### src/tla_pkg.sv
package tla_pkg;

    // Register indices; byte address is four times the index
    localparam logic [7:0] IDX_L2_FLAGS = 8'h17;
    localparam logic [7:0] IDX_L1_FLAGS = 8'h18;
    localparam logic [7:0] IDX_L0_FLAGS = 8'h19;
    localparam logic [7:0] IDX_L2_MASKS = 8'h1a;
    localparam logic [7:0] IDX_L1_MASKS = 8'h1b;
    localparam logic [7:0] IDX_L0_MASKS = 8'h1c;
    localparam logic [7:0] IDX_CORE_STATUS = 8'h1d;

    // Reset values
    localparam logic [7:0] FLAGS_RESET = 8'h00;
    localparam logic [7:0] MASKS_RESET = 8'h00;
    localparam logic [7:0] STATUS_RESET = 8'h00;

    // Core status field positions
    localparam int ST_LEVEL2_ENABLE = 7;
    localparam int ST_LEVEL1_ENABLE = 6;
    localparam int ST_GLOBAL_ENABLE = 5;
    localparam int ST_PENDING_LSB = 2;
    localparam int ST_EVENT_LSB = 0;

    // Program memory vectors
    localparam logic [1:0] VEC_START = 2'h0;
    localparam logic [1:0] VEC_LEVEL1 = 2'h1;
    localparam logic [1:0] VEC_LEVEL2 = 2'h2;
    localparam logic [1:0] VEC_LEVEL0 = 2'h3;

    // Return stack levels
    localparam logic [2:0] STACK_LEVELS = 3'h4;

    // Cycles a status write to the event bits lags behind the bus access
    localparam int EVENT_WRITE_DELAY = 2;

    typedef struct packed {
        logic psel;
        logic penable;
        logic pwrite;
        logic [31:0] paddr;
        logic [31:0] pwdata;
    } tla_apb_req_t;

    typedef struct packed {
        logic [1:0] dualPortRamRequest;
        logic [1:0] serialPortRequest;
        logic timer4Request;
        logic timer3Request;
        logic timer2Request;
        logic timer1Request;
        logic [7:0] portARequests;
        logic [2:0] prescaler1Taps;
        logic programMemorySkipRequest;
    } tla_sources_t;

    typedef enum logic [1:0] {
        TAKE_IDLE = 2'b01,
        TAKE_CALL = 2'b10
    } tla_take_state_t;

endpackage

### src/tla_irq_acquisition.sv
// The implementer's own choice: the APB register port.
`timescale 1ns/1ps
module tla_irq_acquisition (
    input wire logic ref_clk,
    input wire logic rst_n,
    input wire logic coreReset,
    input wire tla_pkg::tla_apb_req_t apbReq,
    output logic [31:0] prdata,
    output logic pready,
    output logic pslverr,
    input wire tla_pkg::tla_sources_t sources,
    input wire logic debouncedWakeup,
    input wire logic takeAck,
    input wire logic subroutineCallOp,
    input wire logic subroutineExitOp,
    input wire logic irqExitOp,
    output logic takeReq,
    output logic [1:0] vectorAddr,
    output logic [2:0] coreRequest,
    output logic [7:0] coreStatus,
    output logic haltDisable,
    output logic stackFull
);

    localparam int EVD = tla_pkg::EVENT_WRITE_DELAY;
    logic rstMeta_n, rstSync_n;
    logic [7:0] srcVec [3], flagReg [3], maskReg [3], setVec [3];
    logic [2:0] hitFlag, hitMask;
    logic hitStatus, mapped, addrOk;
    logic [7:0] regIdx, readMux;
    logic setupPhase, accessDone, wrDone, rdDone, statusWr;
    logic [31:0] prdataReg;
    logic gieReg, push, pop, takeStart;
    logic [1:0] levelEnReg, eventReg, eventNext, vectorReg;
    logic [2:0] pendingReg, pendingDlyReg, pendingNext, latchSet, levelOk, eligible, depthReg;
    logic [EVD-1:0] evPipeValid;
    logic [1:0] evPipeData [EVD];
    tla_pkg::tla_take_state_t stateReg;

    // Reset release through two flops; assert stays asynchronous
    always_ff @(posedge ref_clk or negedge rst_n) begin
        if (!rst_n) begin
            rstMeta_n <= 1'b0;
            rstSync_n <= 1'b0;
        end else begin
            rstMeta_n <= 1'b1;
            rstSync_n <= rstMeta_n;
        end
    end

    // Source routing per branch
    // level 0, 1 and 2 mapping
    assign srcVec[0] = {4'h0, sources.prescaler1Taps, sources.programMemorySkipRequest};
    assign srcVec[1] = sources.portARequests;
    assign srcVec[2] = {sources.dualPortRamRequest, sources.serialPortRequest,
                        sources.timer4Request, sources.timer3Request,
                        sources.timer2Request, sources.timer1Request};

    // Bus phases; slave answers in the first access cycle
    assign regIdx = apbReq.paddr[9:2];
    assign addrOk = (apbReq.paddr[31:10] == 22'h0) && (apbReq.paddr[1:0] == 2'h0);
    assign setupPhase = apbReq.psel && !apbReq.penable;
    assign accessDone = apbReq.psel && apbReq.penable;
    assign wrDone = accessDone && apbReq.pwrite && mapped;
    assign rdDone = accessDone && !apbReq.pwrite && mapped;
    assign statusWr = wrDone && hitStatus;
    assign pready = accessDone;
    assign pslverr = accessDone && !mapped;
    assign prdata = prdataReg;

    // Address decode
    always_comb begin
        hitFlag = 3'h0;
        hitMask = 3'h0;
        hitStatus = 1'b0;
        if (!addrOk) begin
            hitStatus = 1'b0;
        end else if (regIdx == tla_pkg::IDX_L0_FLAGS) begin
            hitFlag[0] = 1'b1;
        end else if (regIdx == tla_pkg::IDX_L1_FLAGS) begin
            hitFlag[1] = 1'b1;
        end else if (regIdx == tla_pkg::IDX_L2_FLAGS) begin
            hitFlag[2] = 1'b1;
        end else if (regIdx == tla_pkg::IDX_L0_MASKS) begin
            hitMask[0] = 1'b1;
        end else if (regIdx == tla_pkg::IDX_L1_MASKS) begin
            hitMask[1] = 1'b1;
        end else if (regIdx == tla_pkg::IDX_L2_MASKS) begin
            hitMask[2] = 1'b1;
        end else if (regIdx == tla_pkg::IDX_CORE_STATUS) begin
            hitStatus = 1'b1;
        end
        mapped = (|hitFlag) || (|hitMask) || hitStatus;
    end

    // Read data mux
    always_comb begin
        readMux = 8'h00;
        for (int k = 0; k < 3; k++) begin
            if (hitFlag[k]) begin
                readMux = flagReg[k];
            end
            if (hitMask[k]) begin
                readMux = maskReg[k];
            end
        end
        if (hitStatus) begin
            readMux = coreStatus;
        end
    end

    // Read data sampled at setup, so the cleared bits equal the reported ones
    always_ff @(posedge ref_clk or negedge rstSync_n) begin
        if (!rstSync_n) begin
            prdataReg <= 32'h0;
        end else if (setupPhase && !apbReq.pwrite) begin
            prdataReg <= {24'h0, readMux};
        end
    end

    // One acquisition branch per priority level
    // separate state per branch
    for (genvar g = 0; g < 3; g++) begin : gBranch
        logic [7:0] srcPrev, clrVec;
        assign setVec[g] = srcVec[g] & ~srcPrev & maskReg[g];
        // read clears reported bits; zero written clears
        assign clrVec = ((rdDone && hitFlag[g]) ? prdataReg[7:0] : 8'h00)
                      | ((wrDone && hitFlag[g]) ? ~apbReq.pwdata[7:0] : 8'h00);
        assign coreRequest[g] = |flagReg[g];

        // Edge history
        always_ff @(posedge ref_clk or negedge rstSync_n) begin
            if (!rstSync_n) begin
                srcPrev <= 8'h00;
            end else begin
                srcPrev <= srcVec[g];
            end
        end

        // reset clear; set beats clear; mask gates the set only
        always_ff @(posedge ref_clk or negedge rstSync_n) begin
            if (!rstSync_n) begin
                flagReg[g] <= tla_pkg::FLAGS_RESET;
            end else if (coreReset) begin
                flagReg[g] <= tla_pkg::FLAGS_RESET;
            end else begin
                flagReg[g] <= (flagReg[g] & ~clrVec) | setVec[g];
            end
        end

        always_ff @(posedge ref_clk or negedge rstSync_n) begin
            if (!rstSync_n) begin
                maskReg[g] <= tla_pkg::MASKS_RESET;
            end else if (coreReset) begin
                maskReg[g] <= tla_pkg::MASKS_RESET;
            end else if (wrDone && hitMask[g]) begin
                maskReg[g] <= apbReq.pwdata[7:0];
            end
        end

        mask_block_a: assert property (@(posedge ref_clk) disable iff (!rstSync_n)
            (!maskReg[g][0] && !flagReg[g][0] && !coreReset) |=> !flagReg[g][0])
            else $error("masked source set its flag");
        // zero written bits end clear unless a new edge came
        write_clear_a: assert property (@(posedge ref_clk) disable iff (!rstSync_n)
            (wrDone && hitFlag[g])
            |=> ((flagReg[g] & ~$past(apbReq.pwdata[7:0]) & ~$past(setVec[g])) == 8'h00))
            else $error("flag survived zero write");
        // reported bits gone unless a new edge came
        read_clear_a: assert property (@(posedge ref_clk) disable iff (!rstSync_n)
            (rdDone && hitFlag[g] && !coreReset)
            |=> ((flagReg[g] & $past(prdataReg[7:0])) == ($past(setVec[g]) & $past(prdataReg[7:0]))))
            else $error("read did not clear reported flags");
    end

    // Core status image
    // bit layout
    assign coreStatus = {levelEnReg[1], levelEnReg[0], gieReg, pendingReg, eventReg};

    // Level gating: level 0 has no own enable
    // per level enable
    assign levelOk = {levelEnReg[1], levelEnReg[0], 1'b1};
    assign latchSet = coreRequest & levelOk & {3{gieReg && !stackFull}};

    // Level enables
    always_ff @(posedge ref_clk or negedge rstSync_n) begin
        if (!rstSync_n) begin
            levelEnReg <= 2'h0;
        end else if (coreReset) begin
            levelEnReg <= 2'h0;
        end else if (statusWr) begin
            levelEnReg <= apbReq.pwdata[tla_pkg::ST_LEVEL2_ENABLE -: 2];
        end
    end

    // Global enable; take clears it ahead of any other source
    // take clears, exit restores; plain return ignored
    always_ff @(posedge ref_clk or negedge rstSync_n) begin
        if (!rstSync_n) begin
            gieReg <= 1'b0;
        end else if (coreReset) begin
            gieReg <= 1'b0;
        end else if (takeStart) begin
            gieReg <= 1'b0;
        end else if (irqExitOp) begin
            gieReg <= 1'b1;
        end else if (statusWr) begin
            gieReg <= apbReq.pwdata[tla_pkg::ST_GLOBAL_ENABLE];
        end
    end

    // Pending latches; software writes, hardware set wins
    // software set and clear; set wins; clear left to software
    always_comb begin
        pendingNext = pendingReg;
        if (statusWr) begin
            pendingNext = apbReq.pwdata[tla_pkg::ST_PENDING_LSB +: 3];
        end
        pendingNext = pendingNext | latchSet;
    end
    always_ff @(posedge ref_clk or negedge rstSync_n) begin
        if (!rstSync_n) begin
            pendingReg <= 3'h0;
            pendingDlyReg <= 3'h0;
        end else if (coreReset) begin
            pendingReg <= 3'h0;
            pendingDlyReg <= 3'h0;
        end else begin
            pendingReg <= pendingNext;
            pendingDlyReg <= pendingReg;
        end
    end

    // Event write lags the bus so a following jump on event misses it
    // event write delay
    always_ff @(posedge ref_clk or negedge rstSync_n) begin
        if (!rstSync_n) begin
            evPipeValid <= '0;
            for (int k = 0; k < EVD; k++) begin
                evPipeData[k] <= 2'h0;
            end
        end else begin
            evPipeValid <= {evPipeValid[EVD-2:0], statusWr};
            evPipeData[0] <= apbReq.pwdata[tla_pkg::ST_EVENT_LSB +: 2];
            for (int k = 1; k < EVD; k++) begin
                evPipeData[k] <= evPipeData[k-1];
            end
        end
    end

    // Event latches; event 1 has no hardware source
    // event sources; software set and clear
    assign eventNext = (evPipeValid[EVD-1] ? evPipeData[EVD-1] : eventReg)
                     | {1'b0, debouncedWakeup};
    always_ff @(posedge ref_clk or negedge rstSync_n) begin
        if (!rstSync_n) begin
            eventReg <= 2'h0;
        end else if (coreReset) begin
            eventReg <= 2'h0;
        end else begin
            eventReg <= eventNext;
        end
    end

    // halt held off while anything pends
    assign haltDisable = (|pendingReg) || (|eventReg);
    // Pending must be seen two cycles so one instruction slips in after a trap
    // one instruction before jump; re-entry while pending
    assign eligible = pendingReg & pendingDlyReg & levelOk;
    // no take without global enable; full stack
    assign takeStart = (stateReg == tla_pkg::TAKE_IDLE) && gieReg && !stackFull && (|eligible);
    assign takeReq = (stateReg == tla_pkg::TAKE_CALL);
    assign vectorAddr = vectorReg;

    // Take sequencer
    always_ff @(posedge ref_clk or negedge rstSync_n) begin
        if (!rstSync_n) begin
            stateReg <= tla_pkg::TAKE_IDLE;
        end else if (coreReset) begin
            stateReg <= tla_pkg::TAKE_IDLE;
        end else begin
            case (stateReg)
                tla_pkg::TAKE_IDLE: begin
                    if (takeStart) begin
                        stateReg <= tla_pkg::TAKE_CALL;
                    end
                end
                tla_pkg::TAKE_CALL: begin
                    if (takeAck) begin
                        stateReg <= tla_pkg::TAKE_IDLE;
                    end
                end
                default: begin
                    stateReg <= tla_pkg::TAKE_IDLE;
                end
            endcase
        end
    end

    // Vector choice, level 0 first
    // priority order; vector mapping; start vector
    always_ff @(posedge ref_clk or negedge rstSync_n) begin
        if (!rstSync_n) begin
            vectorReg <= tla_pkg::VEC_START;
        end else if (coreReset) begin
            vectorReg <= tla_pkg::VEC_START;
        end else if (takeStart) begin
            if (eligible[0]) begin
                vectorReg <= tla_pkg::VEC_LEVEL0;
            end else if (eligible[1]) begin
                vectorReg <= tla_pkg::VEC_LEVEL1;
            end else begin
                vectorReg <= tla_pkg::VEC_LEVEL2;
            end
        end
    end

    // Return stack occupancy; overflow beyond four is not tracked
    // return pushed; full detect
    assign push = (takeReq && takeAck) || subroutineCallOp;
    assign pop = irqExitOp || subroutineExitOp;
    assign stackFull = (depthReg == tla_pkg::STACK_LEVELS);
    always_ff @(posedge ref_clk or negedge rstSync_n) begin
        if (!rstSync_n) begin
            depthReg <= 3'h0;
        end else if (coreReset) begin
            depthReg <= 3'h0;
        end else if (push && !pop && !stackFull) begin
            depthReg <= depthReg + 3'h1;
        end else if (pop && !push && (depthReg != 3'h0)) begin
            depthReg <= depthReg - 3'h1;
        end
    end

    // Checks on the core side
    reset_clear_a: assert property (@(posedge ref_clk) disable iff (!rstSync_n)
        coreReset |=> (maskReg[1] == 8'h00) && (flagReg[2] == 8'h00) && (coreStatus == 8'h00))
        else $error("reset left state behind");
    gie_block_a: assert property (@(posedge ref_clk) disable iff (!rstSync_n)
        (!gieReg && !takeReq) |-> !takeStart ##1 !takeReq)
        else $error("take without global enable");
    stack_full_a: assert property (@(posedge ref_clk) disable iff (!rstSync_n)
        (depthReg == 3'h4) |-> (!takeStart && (latchSet == 3'h0)))
        else $error("take with full stack");
    take_gie_a: assert property (@(posedge ref_clk) disable iff (!rstSync_n)
        (takeStart && !coreReset) |=> (!gieReg && takeReq))
        else $error("global enable kept after take");
    level0_vec_a: assert property (@(posedge ref_clk) disable iff (!rstSync_n)
        (takeStart && eligible[0] && !coreReset) |=> (vectorAddr == 2'h3))
        else $error("level 0 vector wrong");
    trap_delay_a: assert property (@(posedge ref_clk) disable iff (!rstSync_n)
        (statusWr && pendingReg == 3'h0 && !coreReset) |=> !takeStart)
        else $error("software trap taken without slip");
    ret_keeps_a: assert property (@(posedge ref_clk) disable iff (!rstSync_n)
        (subroutineExitOp && !irqExitOp && !takeStart && !statusWr && !coreReset)
        |=> (gieReg == $past(gieReg)))
        else $error("plain return changed global enable");
    halt_hold_a: assert property (@(posedge ref_clk) disable iff (!rstSync_n)
        (debouncedWakeup && !coreReset) |=> haltDisable)
        else $error("halt not disabled by event");

endmodule // tla_irq_acquisition

### config.mk
export PLATFORM = sky130hd
export DESIGN_NAME = tla_irq_acquisition
export DESIGN_NICKNAME = d
export VERILOG_FILES = /design/src/tla_pkg.sv /design/src/tla_irq_acquisition.sv
export SDC_FILE = /design/constraint.sdc
export NUM_CORES = 1
export LEC_CHECK = 0
export BUFFER_PORTS_ARGS = -buffer_cell sky130_fd_sc_hd__buf_2
export CORE_UTILIZATION = 48
export CTS_CLUSTER_DIAMETER = 50
export DETAILED_ROUTE_END_ITERATION = 6
export PLACE_DENSITY = 0.81
export SYNTH_ARGS = -nofsm -noshare
export SYNTH_HDL_FRONTEND = slang
export SYNTH_SLANG_ARGS = --single-unit
### constraint.sdc
create_clock -name ref_clk -period 3.5 [get_ports ref_clk]
set_clock_uncertainty 0.2 [all_clocks]
set_input_delay 0.7 -clock ref_clk [delete_from_list [all_inputs] [get_ports ref_clk]]
set_output_delay 0.7 -clock ref_clk [all_outputs]
set_load 0.02 [all_outputs]
# --- Word level (Yosys, flattened, before mapping) ---
# Cells that the tools add are included.
classes:
  addsub: 2
  n_eq_ne: 12
  n_bitwise: 28
  n_mux: 67
  reduce_logical: 58
ops:
  columns: ["operator", "count"]
  rows:
  - ["8-bit 2-to-1 mux", 22]
  - ["8-bit bitwise AND", 8]
  - ["8-bit by 5-bit == test with 1-bit output, second input constant", 7]
  - ["8-bit NOT", 6]
  - ["8-bit OR", 6]
  - ["3-bit 2-to-1 mux", 11]
  - ["1-bit logical AND", 28]
  - ["2-bit 2-to-1 mux", 13]
  - ["8-bit OR reduction", 3]
  - ["22-bit zero test", 1]
  - ["1-bit 2-to-1 mux", 20]
  - ["3-bit bitwise AND", 4]
  - ["3-bit OR reduction", 4]
  - ["2-bit nonzero test", 5]
  - ["4-bit by 8-bit bitwise AND with 8-bit output", 1]
  - ["4-bit NOT with 8-bit output", 1]
  - ["1-bit zero test", 6]
  - ["3-bit inequality test, second input constant", 2]
  - ["3-bit nonzero test", 2]
  - ["1-bit logical OR", 5]
  - ["2-bit case mux with 2 select lines", 1]
  - ["4-bit nonzero test", 1]
  - ["3-bit by 1-bit adder with 3-bit output, second input constant", 1]
  - ["3-bit == test, second input constant", 1]
  - ["8 further kinds", 8]
word_totals:
  input_bits: 95
  elab_cells: 190
  register_bits: 102

# --- Longest topological paths before layout ---
# Gate-level depths: netlist of the first run.
depth:
  depth_word: 19
  mapped_depth: 8

# --- Least setup slack after synthesis of the first run ---
# Ideal clock, no wire load.
synth_path:
  path_kind: "input to output"
  from: "in apbReq[33] (netlist name)"
  to: "out pslverr"
  path_stages: 5
  path_slack_ns: 0.867
  n_path_buf: 1
  t_arrival_ns: 1.733
  cell_sequence: "nor4_2 nand3_1 buf_2 nor2_2 a21oi_1"
synth_via:
  elab_chain_len: 8
  elab_cells_between_ends: 11
  classes_between: "mux (3); reduce/logical (8)"
synth_rtl:
  columns: ["element", "line", "source"]
  rows:
  - ["from (decl)", "tla_irq_acquisition.sv:7", "input wire tla_pkg::tla_apb_req_t apbReq,"]
  - ["2-bit zero test *", "tla_irq_acquisition.sv:61", "assign addrOk = (apbReq.paddr[31:10] == 22'h0) && (apbReq.paddr[1:0] == 2'h0);"]
  - ["1-bit logical AND *", "tla_irq_acquisition.sv:61", null]
  - ["3-bit 2-to-1 mux", "tla_irq_acquisition.sv:76", "if (!addrOk) begin"]
  - ["3-bit OR reduction", "tla_irq_acquisition.sv:93", "mapped = (|hitFlag) || (|hitMask) || hitStatus;"]
  - ["1-bit logical OR", "tla_irq_acquisition.sv:93", null]
  - ["1-bit logical OR *", "tla_irq_acquisition.sv:93", null]
  - ["1-bit zero test *", "tla_irq_acquisition.sv:68", "assign pslverr = accessDone && !mapped;"]
  - ["1-bit logical AND *", "tla_irq_acquisition.sv:68", null]
  - ["to (decl)", "tla_irq_acquisition.sv:10", "output logic pslverr,"]
# Every way passes the cells marked *; elsewhere a longest branch is shown, timed or not.

# --- Worst setup path after layout of the first run ---
# Ends and elaborated chain as after synthesis.

==> metrics.txt, run 1 <==
status=finished clean; WHS Path Cells=0; Post-Syn Instances=slightly above 500; clock transition at the registers of the reported paths=0.10 ns; largest area contributor in the netlist=dfrtp_1; RSZ-0062 raised after global routing=false; pin count of the biggest net entering global routing=90; vias in the first global route=4347; final-report hold violation count=0; Crit. End Element=output port; Max Fclk=~330 MHz; minimum clock period=3.02 ns; GRT Util Overall=26.6%; final core occ=55.9%; num rows=38; Max VDD drop=0.254 mV; CORE AREA=around 11000 um^2; Syn Std Cell Area=5300 um^2; initial antenna violation count=0; Top Layer Used=met4; Die Width=107 um; average cell area after synthesis=10.4 um^2; Initial Util=49.1%; WL met2=6.86 mm; crit path DAT=around 2.1 ns; Num CTS Buffers=9; clk buf depth=2; clk_lat worst skew=0.36 ns; total routed wirelength=14.6 mm; share of flip-flops with an asynchronous set or reset=between 90% and 100%; via/cell ratio=6.05; final worst-path cycle share=86.3%; setup violators final=0; Placed Instances=727; Placed Instance Area=5830 um^2; reg2reg start=stateReg[0]; Avg WL per Cell=19.6 um; Yosys warning total=0; Detail Route met3 WL=1.18 mm; setup TNS=0 ns; Final #Nets=695; Final Max Tran Viols=0; most common cell in the netlist=dfrtp_1; # resized after CTS=0; Sinks on Clock Net=between 100 and 150; TritonCTS clock tree=built; Worst slew margin=between 20 and 25%; top-area cell type share of the netlist area=47.7%; top post-synthesis cells by area=dfrtp_1 48%, mux2i_1 6.2%, buf_4 3.8%; fin area=6030 um^2; Port Buffers=96; global-route wire length before repair=23.0 mm; hold path endpoint=evPipeValid[1]; library cells used by synthesis=between 50 and 60; setup bufs post-CTS=0; 1st-pass router iterations=5; Seq/Total Area, Yosys=48.2%; startpoint types=input pin; CP Max Fanout=6; #FFs+latches synth=102; hpwl dp=10.7 mm; layout cells sized above 1=a little under a quarter; Placer Congestion=0.923; metal1 wirelength=just over 6 mm; critical path data required time=2.60 ns; Synth top cells by count=101 x dfrtp_1, 41 x nor2_1, 36 x a21oi_1; Post-synth EDFFs=0; R2R Setup Slk=1.08 ns; drt first-iter violations=slightly below 400; critical path type=in -> out; fillcell total=about 960; Final Non-Filler Cells=744; Reg2Reg Depth=7; diode count=0; Cell Pwr Density=378 nW/um^2; area growth from synthesis to layout=13.8%; DRC viols=0; remaining antenna violation count after routing=0; Hold WS=0.159 ns; Die ar.=11500 um^2; grt total ovfl=0; Least-Margin Pin Slew=1.13 ns; DIE HEIGHT=107 um; H-tree depth=3; DR vias=4498; FF-to-FF End=depthReg[2]; Worst Hold Launch=evPipeValid[0]; Root Driver=clkbuf_8; I/O Pins=around 150; ys flop type=dfrtp_1; Max-Cap Viols=0; HP Class=reg -> reg; leak pwr=approximately 2.8 nW
-- timing repair --
item                                    CTS  global route
endpoints found under the setup margin    0             0
hold buffers                              1             0
hold endpoints to repair                  2             0
-- critical path, stage by stage --
cell and delay [ns]:
buf_2 0.10, nor4_2 0.29, nand3_1 0.34, nor2_2 0.39, a21oi_1 0.12, buf_2 0.18
-- cell type report --
type | instances | area (um^2) | area share, %
flip-flops and latches | 102 | 2560 | 42.4
multi-input cells | 368 | 2490 | 41.4
clock buffers | 11 | 131 | 2.18
clock inverters | 5 | 58.8 | 0.975
well taps | 140 | 175 | 2.90
inverters | 9 | 33.8 | 0.560
repair buffers | 109 | 581 | 9.62
-- per-stage QoR --
stage | setup WS [ns] | power, mW
after CTS | 0.501 | 2.29
after detailed placement | 0.503 | 1.56
after floorplan | 0.250 | 1.47
after global placement | 0.506 | 1.55
after global routing | 0.349 | 2.38
final | 0.480 | 2.28
-- worst max-delay path by stage --
stage	start	endpoint	slack, ns	depth (start not counted)
after floorplan	rstSync_n	depthReg[0]	0.25	0
after global placement	apbReq[33]	pslverr	0.51	6
after detailed placement	apbReq[41]	pslverr	0.50	6
after CTS	apbReq[41]	pslverr	0.50	6
after global routing	apbReq[41]	pslverr	0.35	6
final	apbReq[33]	pslverr	0.48	6
-- flip-flops by register name (all words and copies together) (netlist names), 3 cells and up --
| name | cells |
|---|---|
| prdata | 8 |
| pendingReg | 3 |
| maskReg | 24 |
| flagReg | 24 |
| depthReg | 3 |
| evPipeData | 4 |
| gBranch.srcPrev | 20 |
| pendingDlyReg | 3 |
-- logic make-up (layout without fill, tap and decap cells) --
group / after synthesis / count (layout) / share of synthesized area (%)
other cells: 2 / 25 / 0.142
fa+ha+maj: 1 / 1 / 0.378
xor+xnor: 2 / 2 / 0.330
mux: 33 / 33 / 6.23
compound gates: 124 / 124 / 16.1
flops: 102 / 102 / 48.2
buf+inv: 61 / 134 / 6.42
simple gates: 183 / 183 / 22.2
-- power by group --
| group | switching, mW | internal [mW] |
|---|---|---|
| clock | 0.408 | 0.333 |
| combinational | 0.182 | 0.108 |
| sequential | 0.0424 | 1.21 |
| total | 0.632 | 1.65 |
-- metal layers --
layer,vias to the layer above,global-route usage (%)
li1,2003,-
met1,2208,35.5
met2,247,42.8
met3,40,5.11
met4,0,10.9
met5,-,0
-- layout by cell type (no fill, tap or decap), types with 6 or more instances in the layout --
cell,n
mux2i_1,33
dfrtp_1,100
nand3b_1,6
clkbuf_8,9
conb_1,25
nor3b_1,21
o21ai_0,14
buf_2,96
a21oi_1,36
a211o_1,17
nor3_1,6
nand3_1,11
inv_1,9
buf_4,12
nor2_1,41
o31ai_1,6
nor4bb_1,14
nor2b_1,8
nor4_1,8
nor4_2,6
o21a_1,16
nand2_1,35
No activity file was read; power rests on OpenSTA's default activity.
==> inputs of run 2 (changes only) <==
==> constraint.sdc (replaced) <==
create_clock -name ref_clk -period 3.5 [get_ports ref_clk]
set_clock_uncertainty 0.2 [all_clocks]
set_input_delay 0.35 -clock ref_clk [delete_from_list [all_inputs] [get_ports ref_clk]]
set_output_delay 0.35 -clock ref_clk [all_outputs]
set_load 0.02 [all_outputs]
==> run 2 against run 1 <==
Critical path depth stayed put. First-iteration DRC count is 12% higher. Clock-buffer cell count is 2 lower. Setup slack better by 0.36 ns. Hold slack worse by 0.14 ns. Global-route usage is 0.051 points lower. Via count is 0.91% higher. Sequential power hardly changed. Cell area is 3.3% higher. Critical endpoint unchanged. Largest power group unchanged.
==> metrics.txt, run 2 (same netlist as run 1, synthesis figures left out) <==
top flop regs=flagReg: 24 flops, maskReg: 24 flops, gBranch.srcPrev: 20 flops; via/cell ratio=5.96; setup TNS=0 ns; layout cells sized above 1=22.2%; leak pwr=2.93 nW; minimum clock period=between 2 and 3 ns; Max Fclk=between 300 and 400 MHz; Least-Margin Pin Slew=approximately 1.1 ns; Worst slew margin=28.6%; CP Max Fanout=11; Max VDD drop=0.214 mV; drt first-iter violations=435; sequential cell area=between 2000 and 3000 um^2; Sinks on Clock Net=102; GRT Util Overall=26.6%; total routed wirelength=14.4 mm; most frequent cells in the layout=100 x dfrtp_1, 96 x buf_2, 41 x nor2_1; crit path DAT=2.12 ns; startpoint types=input pin; Placer Congestion=between 0.9 and 1; Crit. End Element=output port; num rows=38; Die ar.=between 10000 and 15000 um^2; Cell Pwr Density=373 nW/um^2; fillcell total=955; final-report hold violation count=0; critical path data required time=2.95 ns; CORE AREA=10800 um^2; remaining antenna violation count after routing=0; Num CTS Buffers=9; CP Cell Sequence=buf_2 > nor4_2 > nand3_1 > nor2_2 > a21oi_1 > buf_2; 1st-pass router iterations=5; clk_lat worst skew=0.37 ns; Hold WS=between 0.015 and 0.02 ns; global-route wire length before repair=23.0 mm; Avg WL per Cell=roughly 19 um; TritonCTS clock tree=built; status=finished clean; Final Max Tran Viols=0; DR vias=4539; HP Class=in -> reg; Most common cell on crit path=buf_2; H-tree depth=3; area growth from synthesis to layout=17.5%; total power=2.33 mW; setup violators final=0; initial antenna violation count=0; multi-input logic area=between 2000 and 2500 um^2; RSZ-0062 raised after global routing=false; final worst-path cycle share=around 76%; hpwl dp=~10 mm; I/O Pins=around 150; Crit path largest cell delay=about 0.55 ns; DIE HEIGHT=107 um; Port Buffers=96; Die Width=approximately 110 um; Critical-path top delay cell=nand3_1; # resized after CTS=0; Max-Cap Viols=0; pin count of the biggest net entering global routing=between 80 and 90; DRC viols=0; setup slack after layout=about 0.83 ns; grt total ovfl=0; Final #Nets=712; clk buf depth=2; Initial Util=49.1%; vias in the first global route=roughly 4.4k; worst slack, placed=0.656 ns; critical path type=in -> out; clock transition at the registers of the reported paths=0.11 ns; commonest non-fill, non-tap cell in the layout=dfrtp_1; diode count=0; Root Driver=clkbuf_8
## run 2: cell count changes in the layout (fill, tap and decap cells not counted), sizes merged
| cell | delta |
|---|---|
| clkinvlp | -1 |
| buf | -5 |
| clkinv | +1 |
| clkbuf | -2 |
| inv | +2 |
| dlygate4sd3 | +22 |
## run 2: cell type report
class	count	area share, %
well taps	140	2.81
inverters	9	0.542
clock buffers	9	1.99
clock inverters	7	1.29
multi-input cells	368	40.1
flip-flops and latches	102	41.1
repair buffers	126	12.3
## run 2: routing by layer
metal	global-route usage, %	part of all wire (%)	vias up
li1	-	-	2037
met1	34.8	41	2220
met2	43.0	48	243
met3	6.02	8.3	39
met4	10.3	3.0	0
met5	0	0	-
## run 2: worst paths after layout
path,start,endpoint,slack [ns],cells after the start
setup / recovery,apbReq[33],pslverr,0.83,6
hold / removal,debouncedWakeup,eventReg[0],0.02,3
setup reg to reg,stateReg[0],depthReg[2],1.05,7
hold reg to reg,rstMeta_n,rstSync_n,0.16,0
max in group asynchronous,rstSync_n,flagReg[19],1.96,1
min in group asynchronous,rst_n,rstSync_n,0.09,2
## run 2: repair_timing
| item | CTS | global route |
|---|---|---|
| endpoints found under the setup margin | 0 | 0 |
| hold endpoints to repair | 24 | 0 |
| hold buffers | 23 | 0 |
| buffers inserted | 0 | 0 |
## run 2: critical path: cells and delay by family
kind	cells	cell delay [ns]
compound gates	1	0.15
buf+inv	2	0.28
simple gates	3	1.32
## run 2: stage by stage
stage,std cells,cell area (um^2),util [%]
finish,761,6230,57.7
global route,761,6230,57.7
CTS,761,6230,57.7
detailed placement,722,5790,53.7
global placement,722,5790,53.7
floorplan,531,5390,-
## run 2: where the power goes
group	leakage [nW]	internal (mW)	total [mW]	switching, mW
logic	1.47	0.123	0.306	0.183
clock network	0.102	0.341	0.769	0.428
registers	1.35	1.21	1.25	0.0421
total	2.93	1.67	2.33	0.653
==> inputs of run 3 (changes only) <==
Settings changed: ABC_AREA set to 1, CORE_UTILIZATION 48 to 53, PLACE_DENSITY 0.81 to 0.85.
Clock period 3.5 ns to 2.67 ns, I/O delays scaled along.
==> run 3 against run 2 <==
Final cell count is 19% higher. Synthesized cell count increased by 27%. Die area fell by 12%. Wire length grew 0.19%. Highest routed layer unchanged.
==> metrics.txt, run 3 <==
I/O Pins=145; GRT Util Overall=30.1%; Reg2Reg Depth=8; TritonCTS clock tree=built; minimum clock period=about 2.1 ns; critical path type=in -> out; initial antenna violation count=0; library cells used by synthesis=43; met3 Resource Use GR=4.58%; top flop regs=flagReg: 24 flops, maskReg: 24 flops, gBranch.srcPrev: 20 flops; vias in the first global route=between 4k and 5k; Port Buffers=96; diode count=0; hpwl dp=10.8 mm; Die ar.=a little over 10000 um^2; total power=3.20 mW; final-report hold violation count=0; clk_lat worst skew=0.36 ns; via/cell ratio=5.46; Initial Util=55.4%; Seq/Total Area, Yosys=approximately half; setup violators final=0; Final #Nets=around 870; drt first-iter violations=just under 500; startpoint types=input pin; HP Class=in -> reg; Num CTS Buffers=9; status=finished clean; pin count of the biggest net entering global routing=48; #FFs+latches synth=102; average cell area after synthesis=8.01 um^2; Crit. End Element=output port; Max Fclk=469 MHz; Sinks on Clock Net=approximately 100; Placer Congestion=0.967; Max-Cap Viols=0; Least-Margin Pin Slew=0.625 ns; top post-synthesis cells by area=dfrtp_1 49%, nand2_1 11%, nor2_1 5.4%; Post-Syn Instances=around 650; clk buf depth=2; Synth top cells by count=150 x nand2_1, 101 x dfrtp_1, 74 x nor2_1; Syn Std Cell Area=5170 um^2; top-area cell type share of the netlist area=48.9%; CP Max Fanout=7; GRT met1 Usage=a little under two fifths; Hold WS=between 0.03 and 0.04 ns; area growth from synthesis to layout=20.9%; share of flip-flops with an asynchronous set or reset=100%; met2 usage=between 50% and 60%; DRC viols=0; setup TNS=0 ns; final core occ=67.0%; Worst Hold Launch=apbReq[65]; layout cells sized above 1=19.4%; WHS Path Cells=4; commonest non-fill, non-tap cell in the layout=nand2_1; Max VDD drop=0.366 mV; final worst-path cycle share=79.9%; most common cell in the netlist=nand2_1; H-tree depth=3; fillcell total=slightly above 800; hold path endpoint=prdata[4]; Final Max Tran Viols=0; clock transition at the registers of the reported paths=around 0.10 ns; Root Driver=clkbuf_8; leak pwr=3.02 nW; global-route wire length before repair=around 23 mm; setup bufs post-CTS=0; busiest layer in global routing=met2; ys flop type=dfrtp_1; most frequent cells in the layout=150 x nand2_1, 100 x dfrtp_1, 96 x buf_2; CORE AREA=~9300 um^2; Yosys warning total=0; 1st-pass router iterations=5; Post-synth EDFFs=0; remaining antenna violation count after routing=0; R2R Setup Slk=about 0.76 ns; crit path DAT=~1.7 ns; FF-to-FF End=depthReg[2]; DR vias=4962; Die Width=101 um; grt total ovfl=0; DIE HEIGHT=about 100 um; RSZ-0062 raised after global routing=false; Avg WL per Cell=15.9 um; reg2reg start=stateReg[0]; num rows=35; Worst slew margin=58.2%; largest area contributor in the netlist=dfrtp_1; critical path data required time=2.20 ns; Cell Pwr Density=512 nW/um^2; total routed wirelength=14.5 mm
[run 3: changes by cell type in the layout (fill, tap and decap cells not counted), moves of 14 or more]
cell / before / now
nand4_1: 1 / 43
nor4bb_1: 14 / 0
a211o_1: 17 / 0
nor3b_1: 21 / 0
nand3_1: 11 / 48
nor2_1: 41 / 74
nand2_1: 35 / 150
o21a_1: 16 / 0
mux2i_1: 33 / 0
inv_1: 9 / 66
[run 3: where the power goes]
group	switching [mW]	internal (mW)	total, mW
logic	0.308	0.175	0.483
registers	0.0589	1.62	1.68
clock network	0.560	0.473	1.03
[run 3: critical path, cell delays in order]
cell and delay, ns:
buf_2 0.10, inv_2 0.03, nand2_1 0.07, nor2_4 0.19, nand2_1 0.13, o21ai_1 0.16, nor2_4 0.07, o21ai_1 0.10
nand3_2 0.18, nor2_1 0.17, buf_2 0.19
[run 3: what timing repair did]
action / in CTS / in global routing
gates resized for setup: 0 / 0
endpoints found under the hold margin: 47 / 0
hold buffers: 27 / 0
[run 3: kinds of logic (layout without fill, tap and decap cells)]
family	after synthesis	count (layout)	synth area share (%)
buffers and inverters	114	226	10.4
xor gates and xnor gates	1	1	0.170
adders and majority gates	1	1	0.388
and+or+nand+nor	341	341	29.8
other	2	25	0.145
AOI/OAI and AO/OA	84	84	9.64
DFF	102	102	49.4
[run 3: how the worst max path moves through the flow]
stage	startpoint	endpoint	slack (ns)	cells after the start
global route	apbReq[39]	pslverr	0.45	11
detailed placement	apbReq[39]	maskReg[17]	0.38	13
CTS	apbReq[39]	pslverr	0.56	11
finish	apbReq[39]	pslverr	0.54	11
floorplan	apbReq[39]	pslverr	0.63	10
global placement	apbReq[45]	flagReg[17]	0.50	13
[run 3: routing by layer]
metal  share of wire, %  wire, um
met5                  0         0
met2                 49      7120
met3                7.4      1080
met1                 40      5810
met4                3.3       474
[run 3: metrics by stage]
| step | worst slack [ns] | area (um^2) | cells |
|---|---|---|---|
| floorplan | 0.631 | 5250 | 668 |
| global placement | 0.495 | 5760 | 866 |
| detailed placement | 0.384 | 5760 | 866 |
| CTS | 0.563 | 6250 | 909 |
| global route | 0.450 | 6250 | 909 |
| finish | 0.536 | 6250 | 909 |
[run 3: layout make-up]
cell class	count	area, um^2	area share, %
clock buffer	10	138	2.20
inverter	70	263	4.21
clock inverter	6	73.8	1.18
tap	129	161	2.58
sequential	102	2560	40.9
timing repair buffer	140	891	14.3
multi-input combinational	452	2160	34.6
